`src/verilog/dfso_pkg.sv`:
```
// constants and types for the drive frequency status output block
// assumes one system clock and frequencies as unsigned magnitudes
package dfso_pkg;
    localparam int FREQ_W = 16;
    localparam int FSEL_W = 12;
    typedef logic [FREQ_W-1:0] dfso_freq_t;
    typedef logic [FSEL_W-1:0] dfso_fsel_t;
    // function codes, hex-coded like the setting values
    localparam dfso_fsel_t FN_RUN      = 12'h000;
    localparam dfso_fsel_t FN_ZERO     = 12'h001;
    localparam dfso_fsel_t FN_AGREE    = 12'h002;
    localparam dfso_fsel_t FN_USER     = 12'h003;
    localparam dfso_fsel_t FN_DET1     = 12'h004;
    localparam dfso_fsel_t FN_DET2     = 12'h005;
    localparam dfso_fsel_t FN_INV_BASE = 12'h100;
    localparam dfso_fsel_t FN_INV_TOP  = 12'h158;
    localparam logic [1:0] CM_VF     = 2'h0;
    localparam logic [1:0] CM_VECTOR = 2'h2;
    // reset values
    localparam logic RST_OUT  = 1'b0;
    localparam logic RST_DET1 = 1'b1;
    localparam logic RST_DET2 = 1'b0;
endpackage : dfso_pkg

```
`src/verilog/dfso_cmp_if.sv`:
```
// comparison results passed from the comparator unit to the top
// assumes both ends share mclk
`timescale 1ns/100ps
interface dfso_cmp_if;
    logic below_zero;  // frequency under zero-speed threshold
    logic in_ref;      // within reference band
    logic in_lvl;      // within detection level band
    logic above_hi;    // above level plus width
    logic at_or_below; // at or below level
    logic above_lvl;   // above level
    logic at_or_lo;    // at or below level minus width
    modport src (output below_zero, in_ref, in_lvl, above_hi,
                 at_or_below, above_lvl, at_or_lo);
    modport dst (input below_zero, in_ref, in_lvl, above_hi,
                 at_or_below, above_lvl, at_or_lo);
endinterface : dfso_cmp_if

```
`src/verilog/dfso_top.sv`:
```
// status output selector for one multifunction output terminal
// assumes all inputs synchronous to mclk, frequencies as magnitudes
`timescale 1ns/100ps
module dfso_top (
    input  logic                 mclk,                   // 100 MHz clock
    input  logic                 rst_n,                  // sync reset
    input  dfso_pkg::dfso_fsel_t output_function_select, // function code
    input  logic [1:0]           control_method_select,  // 0 v/f, 2 vector
    input  logic                 run_cmd,                // run command
    input  logic                 volt_out,               // output active
    input  dfso_pkg::dfso_freq_t out_freq,               // freq magnitude
    input  dfso_pkg::dfso_freq_t freq_ref,               // ref magnitude
    input  dfso_pkg::dfso_freq_t minimum_output_frequency, // v/f thr
    input  dfso_pkg::dfso_freq_t zero_speed_threshold,   // vector thr
    input  dfso_pkg::dfso_freq_t speed_agree_level,      // detect level
    input  dfso_pkg::dfso_freq_t speed_agree_width,      // agree width
    input  logic                 detection_during_stop_select, // 1 always
    output logic                 multifunction_output    // terminal
);
    import dfso_pkg::*;

    dfso_cmp_if cmp ();
    dfso_freq_t zthr;
    dfso_fsel_t base;
    logic       inv;
    logic       det_en;
    logic       det1_reg, det1_next;
    logic       det2_reg, det2_next;
    logic       out_reg, out_next;
    logic       func;

    // zero-speed threshold by control method
    always_comb
    begin
        zthr = (control_method_select == CM_VECTOR) ? zero_speed_threshold
                                                    : minimum_output_frequency;
    end

    dfso_cmp u_cmp (
        .freq (out_freq),
        .fref (freq_ref),
        .zthr (zthr),
        .lvl  (speed_agree_level),
        .wid  (speed_agree_width),
        .cmp  (cmp)
    );

    // inverse codes strip the leading 1
    always_comb
    begin
        inv  = (output_function_select >= FN_INV_BASE) &&
               (output_function_select <= FN_INV_TOP);
        base = inv ? output_function_select - FN_INV_BASE
                   : output_function_select;
        det_en = detection_during_stop_select || volt_out;
    end

    // falling detector latch: opens above level plus width and closes only
    // once frequency is back at the level, so a frequency wobbling inside
    // the band cannot make the terminal chatter
    always_comb
    begin
        det1_next = det1_reg;
        if (cmp.above_hi)
            det1_next = 1'b0;
        else if (cmp.at_or_below)
            det1_next = 1'b1;
    end

    // falling detector register, set in reset as a standing drive is
    // below any level
    always_ff @(posedge mclk)
    begin
        if (!rst_n)
            det1_reg <= RST_DET1;
        else
            det1_reg <= det1_next;
    end

    // rising detector latch: sets above the level and holds until the
    // frequency is down to level minus width; the clear bound never lies
    // above the set bound, so set and clear cannot fall in one cycle
    always_comb
    begin
        det2_next = det2_reg;
        if (cmp.above_lvl)
            det2_next = 1'b1;
        else if (cmp.at_or_lo)
            det2_next = 1'b0;
    end

    // rising detector register, clear in reset
    always_ff @(posedge mclk)
    begin
        if (!rst_n)
            det2_reg <= RST_DET2;
        else
            det2_reg <= det2_next;
    end

    // selected function
    always_comb
    begin
        case (base)
            FN_RUN:   func = run_cmd || volt_out;
            FN_ZERO:  func = cmp.below_zero;
            FN_AGREE: func = cmp.in_ref;
            FN_USER:  func = cmp.in_ref && cmp.in_lvl;
            FN_DET1:  func = det1_reg && det_en;
            FN_DET2:  func = det2_reg && det_en;
            default:  func = 1'b0;
        endcase
        out_next = func ^ inv;
    end

    // terminal register; the pin comes straight from this flop so the far
    // side never sees the decode settle
    always_ff @(posedge mclk)
    begin
        if (!rst_n)
            out_reg <= RST_OUT;
        else
            out_reg <= out_next;
    end

    assign multifunction_output = out_reg;
endmodule : dfso_top

```
`src/verilog/dfso_cmp.sv`:
```
// magnitude comparators for the status output block
// assumes inputs already synchronous to mclk
`timescale 1ns/100ps
module dfso_cmp (
    input  dfso_pkg::dfso_freq_t freq,      // output frequency magnitude
    input  dfso_pkg::dfso_freq_t fref,      // reference magnitude
    input  dfso_pkg::dfso_freq_t zthr,      // chosen zero-speed threshold
    input  dfso_pkg::dfso_freq_t lvl,       // detection level
    input  dfso_pkg::dfso_freq_t wid,       // agree width
    dfso_cmp_if.src              cmp        // comparison results
);
    import dfso_pkg::*;

    logic [FREQ_W:0] ref_lo, ref_hi, lvl_lo, lvl_hi, f;
    // widened bands so sums never wrap, lower bounds floor at zero
    always_comb
    begin
        f      = {1'b0, freq};
        ref_hi = {1'b0, fref} + {1'b0, wid};
        lvl_hi = {1'b0, lvl} + {1'b0, wid};
        ref_lo = (fref > wid) ? {1'b0, fref} - {1'b0, wid} : '0;
        lvl_lo = (lvl > wid) ? {1'b0, lvl} - {1'b0, wid} : '0;
    end
    // magnitudes only, so direction does not matter
    assign cmp.below_zero  = freq < zthr;
    assign cmp.in_ref      = (f >= ref_lo) && (f <= ref_hi);
    assign cmp.in_lvl      = (f >= lvl_lo) && (f <= lvl_hi);
    assign cmp.above_hi    = f > lvl_hi;
    assign cmp.at_or_below = freq <= lvl;
    assign cmp.above_lvl   = freq > lvl;
    assign cmp.at_or_lo    = f <= lvl_lo;
endmodule : dfso_cmp

```
`config.mk`:
```
export PLATFORM = sky130hd
export DESIGN_NAME = dfso_top
export DESIGN_NICKNAME = d
export VERILOG_FILES = /design/src/verilog/dfso_pkg.sv /design/src/verilog/dfso_cmp_if.sv /design/src/verilog/dfso_top.sv /design/src/verilog/dfso_cmp.sv
export SDC_FILE = /design/constraint.sdc
export NUM_CORES = 1
export LEC_CHECK = 0
export ABC_AREA = 1
export BUFFER_PORTS_ARGS = -buffer_cell sky130_fd_sc_hd__buf_2
export CAP_MARGIN = 20
export CORE_MARGIN = 2
export CORE_UTILIZATION = 35
export CTS_CLUSTER_SIZE = 16
export DETAILED_ROUTE_END_ITERATION = 12
export HOLD_SLACK_MARGIN = 0.05
export PLACE_DENSITY = 0.54
export SLEW_MARGIN = 10
export SYNTH_ARGS = -nofsm -noshare
export SYNTH_HDL_FRONTEND = slang
export SYNTH_SLANG_ARGS = --single-unit
```
`constraint.sdc`:
```
create_clock -name mclk -period 8.4 [get_ports mclk]
set_input_delay 0.84 -clock mclk [delete_from_list [all_inputs] [get_ports mclk]]
set_output_delay 0.84 -clock mclk [all_outputs]
set_load 0.03 [all_outputs]
```
---- Yosys cells after proc, flatten, opt, wreduce, memory -nomap -nowiden ----
Index checks and enable logic that the tools add are counted.
word-level totals
  latch bits .............................. 0
  logic and storage cells ................. 48
  memories ................................ 0
  input bits .............................. 115
  output and inout bits ................... 1
  register bits ........................... 3
  memory bits (read-only) ................. 0
  memory bits (writable) .................. 0
cells by class
  magnitude comparators ................... 13
  reduce and logical (&&, ||, !) cells .... 11
  bitwise logic cells ..................... 1
  multipliers ............................. 0
  div/mod/pow operators ................... 0
  shifts and indexed selects .............. 0
  add/subtract/negate cells ............... 5
  muxes and demuxes ....................... 9
  equality and inequality tests ........... 6
operators by type and width
  kind                                                                    number
  16-bit by 17-bit <= comparator with 1-bit output                        3
  16-bit greater-than comparator                                          3
  16-bit by 16-bit adder with 17-bit output                               2
  16-bit by 17-bit >= comparator with 1-bit output                        2
  17-bit 2-to-1 mux                                                       2
  16-bit by 16-bit subtractor with 17-bit output                          2
  12-bit by 2-bit == test with 1-bit output, second input constant        2
  12-bit by 3-bit == test with 1-bit output, second input constant        2
  16-bit by 17-bit greater-than comparator with 1-bit output              1
  16-bit <= comparator                                                    1
  16-bit < comparator                                                     1
  16-bit 2-to-1 mux                                                       1
  12-bit by 1-bit == test with 1-bit output, second input constant        1
  12-bit by 9-bit >= comparator with 1-bit output, second input constant  1
  12-bit by 9-bit <= comparator with 1-bit output, second input constant  1
  12-bit logical NOT                                                      1
  12-bit 2-to-1 mux                                                       1
  12-bit by 9-bit subtractor with 12-bit output, second input constant    1
  1-bit logical AND                                                       6
  1-bit one-hot mux with 6 select lines                                   1
  1-bit 2-to-1 mux                                                        4
  2-bit nonzero test                                                      2
  2-bit == test, second input constant                                    1
  1-bit logical OR                                                        2
  1-bit bitwise XOR                                                       1

---- Depth between registers and ports, before layout ----
  depth after elaboration ................. 7
  mapped depth ............................ 35
  gate-level depth less buffers ........... 33

---- Hierarchy ----
A second synthesis with hierarchy kept.
unflattened totals
  cell total of the unflattened synthesis .. 996
  area total of the unflattened synthesis .. 6429.9 sq um
modules (own cells, without submodules)
  module    area each (sq um)  instances  cells each
  dfso_cmp  5844.4             1          903
  dfso_top  585.6              1          93

---- Least setup slack after synthesis ----
Ideal clock, no wire load.
  path type ............................... input-to-reg
  from .................................... input speed_agree_level[0]
  to ...................................... register out_reg (netlist: multifunction_output)
  required time ........................... 8.286 ns
  setup time .............................. 0.114 ns
  cell stages on the path ................. 26
  arrival time ............................ 3.564 ns
  slack ................................... 4.722 ns
  path through ............................ inv_1 > ha_1 > inv_1 > fa_1 > inv_1 > nor2_1 > nor2_1 > o21ai_2 > a31oi_1 > o21bai_1 > nand3_1 > nand2_1 > a21oi_1 > o21ai_0 > ha_1 > nand2_1 > nor4_1 > nand2_1 > nand3_1 > nand3_1 > nand2_1 > nand2_1 > nand2_1 > nand2_1 > nand2_1 > nor2_2
between the ends
  longest elaborated chain between the ends .. 7
  elaborated cells on any way between the ends .. 10
  classes of those cells .................. add/sub: 2; order compare: 3; mux: 2; bitwise: 1; reduce/logical: 2
RTL lines
  what                                                                                              RTL line         RTL
  start, declared                                                                                   dfso_top.sv:15   input dfso_pkg::dfso_freq_t speed_agree_level,
  16-bit by 16-bit subtractor with 17-bit output or 16-bit greater-than comparator (tied branches)  dfso_cmp.sv:22   lvl_lo = (lvl > wid) ? {1'b0, lvl} - {1'b0, wid} : '0;
  17-bit 2-to-1 mux                                                                                 dfso_cmp.sv:22
  16-bit by 17-bit >= comparator with 1-bit output                                                  dfso_cmp.sv:27   assign cmp.in_lvl = (f >= lvl_lo) && (f <= lvl_hi);
  1-bit logical AND (*)                                                                             dfso_cmp.sv:27
  1-bit logical AND (*)                                                                             dfso_top.sv:108  FN_USER: func = cmp.in_ref && cmp.in_lvl;
  1-bit one-hot mux with 6 select lines (*)                                                         dfso_top.sv:104  case (base)
  1-bit bitwise XOR (*)                                                                             dfso_top.sv:113  out_next = func ^ inv;
  end signal, assigned                                                                              dfso_top.sv:123  out_reg <= out_next;
  end, declared                                                                                     dfso_top.sv:29   logic out_reg, out_next;
Every way passes the cells marked *; elsewhere a longest branch is shown, timed or not.
A chain may end at the register's enable or synchronous reset.

---- Worst setup path in the final report ----
  from .................................... input speed_agree_width[6]
  to ...................................... register out_reg (netlist: multifunction_output)
between the ends
  longest elaborated chain between the ends .. 7
  elaborated cells on any way between the ends .. 17
  classes of those cells .................. add/sub: 4; order compare: 6; mux: 3; bitwise: 1; reduce/logical: 3
RTL lines
  what                                                                        RTL line                        RTL
  start, declared                                                             dfso_top.sv:16                  input dfso_pkg::dfso_freq_t speed_agree_width,
  16-bit by 16-bit subtractor with 17-bit output (tied with other cells)      dfso_cmp.sv:21                  ref_lo = (fref > wid) ? {1'b0, fref} - {1'b0, wid} : '0;
  17-bit 2-to-1 mux, on equally long branches                                 dfso_cmp.sv:21, dfso_cmp.sv:22
  16-bit by 17-bit >= comparator with 1-bit output, on equally long branches  dfso_cmp.sv:26, dfso_cmp.sv:27
  1-bit logical AND, on equally long branches                                 dfso_cmp.sv:26, dfso_cmp.sv:27
  1-bit logical AND                                                           dfso_top.sv:108
  1-bit one-hot mux with 6 select lines (*)                                   dfso_top.sv:104
  1-bit bitwise XOR (*)                                                       dfso_top.sv:113
Marks and branches as above.

==> qor.txt <==
Sw frac = 54.7%
Peak supply drop = 0.0634 mV
Routed wl met3 = 900 um
Ys flop type = dfxtp_1
Drt via density = 5.02
Distinct cell type count after synthesis = 54
Cell Count, Final, Fillers Out = 1,282
Internal power = 272 uW
Worst-Skew Late Latency = 230 ps
CTS tree = built
Detailed-route DRC error count = 0
Vias in the first global route = 5,814
Status = completed
Hold Fails Final Rpt = 0
WS Path Type = input port to flop
Die Y = 136 um
Slew headroom = 40.9%
Post-synth top cells = 192 x nand2_1, 161 x ha_1, 145 x inv_1, 98 x a21oi_1, 64 x nor2_1
Most common cell in the netlist = nand2_1
Core area = 17,100 um2
CTS hold repair buffers = 0
Iter 0 DRT Violations = 336
Hpwl dp = 16.5 mm
Min Tclk post-route = 4560 ps
Row cnt = 48
Setup TNS = 0 ps
Clock root buffer = clkbuf_16
Setup Fix Bufs, Post-CTS = 0
Max-cap violations = 0
Initial antenna violation count = 0
Max frequency = 0.219 GHz
Metal-1 WL = 9.52 mm
DR vias = 6,430
Max Slew Vio Count = 0
Mapped Nets = 1,241
CP startpoint kind = input port
First-pass GRT wire length = 30.0 mm
Layout filler cell count = 1,923
Hold WC Path Type = flop to flop
Asr flop ratio synth = 0%
Width of the die = 136 um
Fin Clk Skew = 0.497 ps
Number of port buffers = 115
Share of power burned in registers = 2.8%
Clock Power Share = 12.7%
Gpl congestion = 0.871
Register bit total from synthesis = 3
IO Count = 116
Clock-pin transition on the worst setup and hold timing paths = 30 ps
CP Max Fanout = 11
Final number of setup-violating endpoints = 0
Cells after synthesis = 961
Tot GR Track Use = 20.2%
Switch Pwr = 328 uW
Cts bufs inserted = 3
Worst-margin pin slew = 876 ps
Placed insts = 1,278
H-tree levels = 1
WL/cell = 14.6 um
Initial core utilization = 35.5%
Maximum clock insertion buffer count = 2
Cell Area, Synth = 6080 um2
ANT cells = 0
Top-area cell type share of the netlist area = 33.1%
Overflow after GRT = 0
Antenna-violating nets left = 0
Largest net degree at the start of global routing = 17
Area grow syn2layout = 13.3%
DR WL met2 = 8.26 mm
Final #Nets = 1,338
Synth Warn # = 0
Die area = 18,400 um2
Pwr Density = 87.0 nW/um2
TritonRoute pass-1 iters = 6
Max layer used = met4
CP required = 8520 ps
RSZ-0062 raised after global routing = no
Clk sinks = 3
Crit path capture type = flop
Logic pwr share = 84.5%
Syn avg cell area = 6.33 um2
Synth area leader = ha_1
Post-Route WL = 18.8 mm
Pleak = 3.89 nW
EDFF count, synth = 0
Tcrit/Tclk final = 54.3%
Register area share after synthesis = 0.988%
Layout cells sized above 1 = 14.3%
PostCTS Resize Cnt = 0
Worst EP arrival = 4680 ps
Main area contributors after synthesis = ha_1 33%, nand2_1 12%, inv_1 9.0%
per-layer routing:
metal	up-vias	track usage (%)
met5	-	0
met4	0	1.45
met3	9	0.935
met2	172	33.2
met1	2796	30.3
li1	3453	-
layout make-up:
class	instances	area, um2	share of cell area (%)
repair buffers	115	576	8.36
flip-flops and latches	3	60.1	0.872
inverters	151	569	8.27
clock buffers	4	78.8	1.14
multi-input cells	784	5320	77.3
well taps	225	282	4.09
kinds of logic after synthesis:
group	count (synthesis)	synth area share, %
XOR/XNOR	28	4.03
buffers and inverters	174	11.5
multiplexers	15	2.47
flip-flops	3	0.988
AND/OR/NAND/NOR	377	27.2
AO/OA/AOI/OAI	199	19.4
adder cells (fa/ha/maj)	165	34.5
stage by stage:
stage | worst slack, ps | utilization (%) | instance area (um2) | hold WS [ps] | power, mW
floorplan | 4720 | - | 6080 | 448 | 0.379
global placement | 3650 | 39.8 | 6810 | 511 | 0.521
detailed placement | 3660 | 39.8 | 6810 | 517 | 0.522
CTS | 3880 | 40.2 | 6890 | 526 | 0.601
global route | 3460 | 40.2 | 6890 | 546 | 0.680
finish | 3840 | 40.2 | 6890 | 515 | 0.600
power groups by stage:
stage	Clock (mW)	Combinational, mW	Sequential, mW
detailed placement	0	0.505	0.0169
CTS	0.0766	0.508	0.0168
finish	0.0762	0.507	0.0167
floorplan	0	0.362	0.0168
global placement	0	0.504	0.0170
global route	0.0778	0.585	0.0169
layout by cell type (no fill, tap or decap), types with 5 or more instances in the layout:
cell type,instances
nand3_1,54
o21bai_1,9
nand4_1,15
inv_2,5
o21ai_0,35
xor2_1,28
nor4_1,9
o31ai_1,5
nor2_1,64
or2_2,5
ha_1,161
a21o_1,5
o21ai_1,7
inv_1,145
a21oi_1,98
a31oi_1,11
nand2_1,192
mux2i_1,15
nor3_1,22
buf_2,115
path summary, 6_finish.rpt:
check                                           from                    to  slack [ps]  depth (start not counted)
worst max register to register              det1_reg  multifunction_output        7270                          8
worst min register to register              det1_reg              det1_reg         520                          2
worst max-delay path            speed_agree_width[6]  multifunction_output        3840                         28
worst min-delay path                        det1_reg              det1_reg         520                          2
worst max-delay path, stage by stage:
cell	delay, ps
buf_2	130
inv_1	80
ha_1	420
inv_1	150
nor3_1	320
nand3_1	160
nand2_1	190
nand3_1	90
nand2_1	80
nand2_1	230
inv_1	240
nand3_1	100
ha_1	300
nand2_1	80
nor2_1	240
nand3b_1	120
nand4_1	130
nand2_1	60
nand2_1	70
nand2_1	50
nand2_1	50
nand2_1	50
a21oi_1	200
nand2_1	80
nand2_1	70
nand2_1	50
nand2_1	60
nor2_2	30
(Power assumes the default switching activity.)
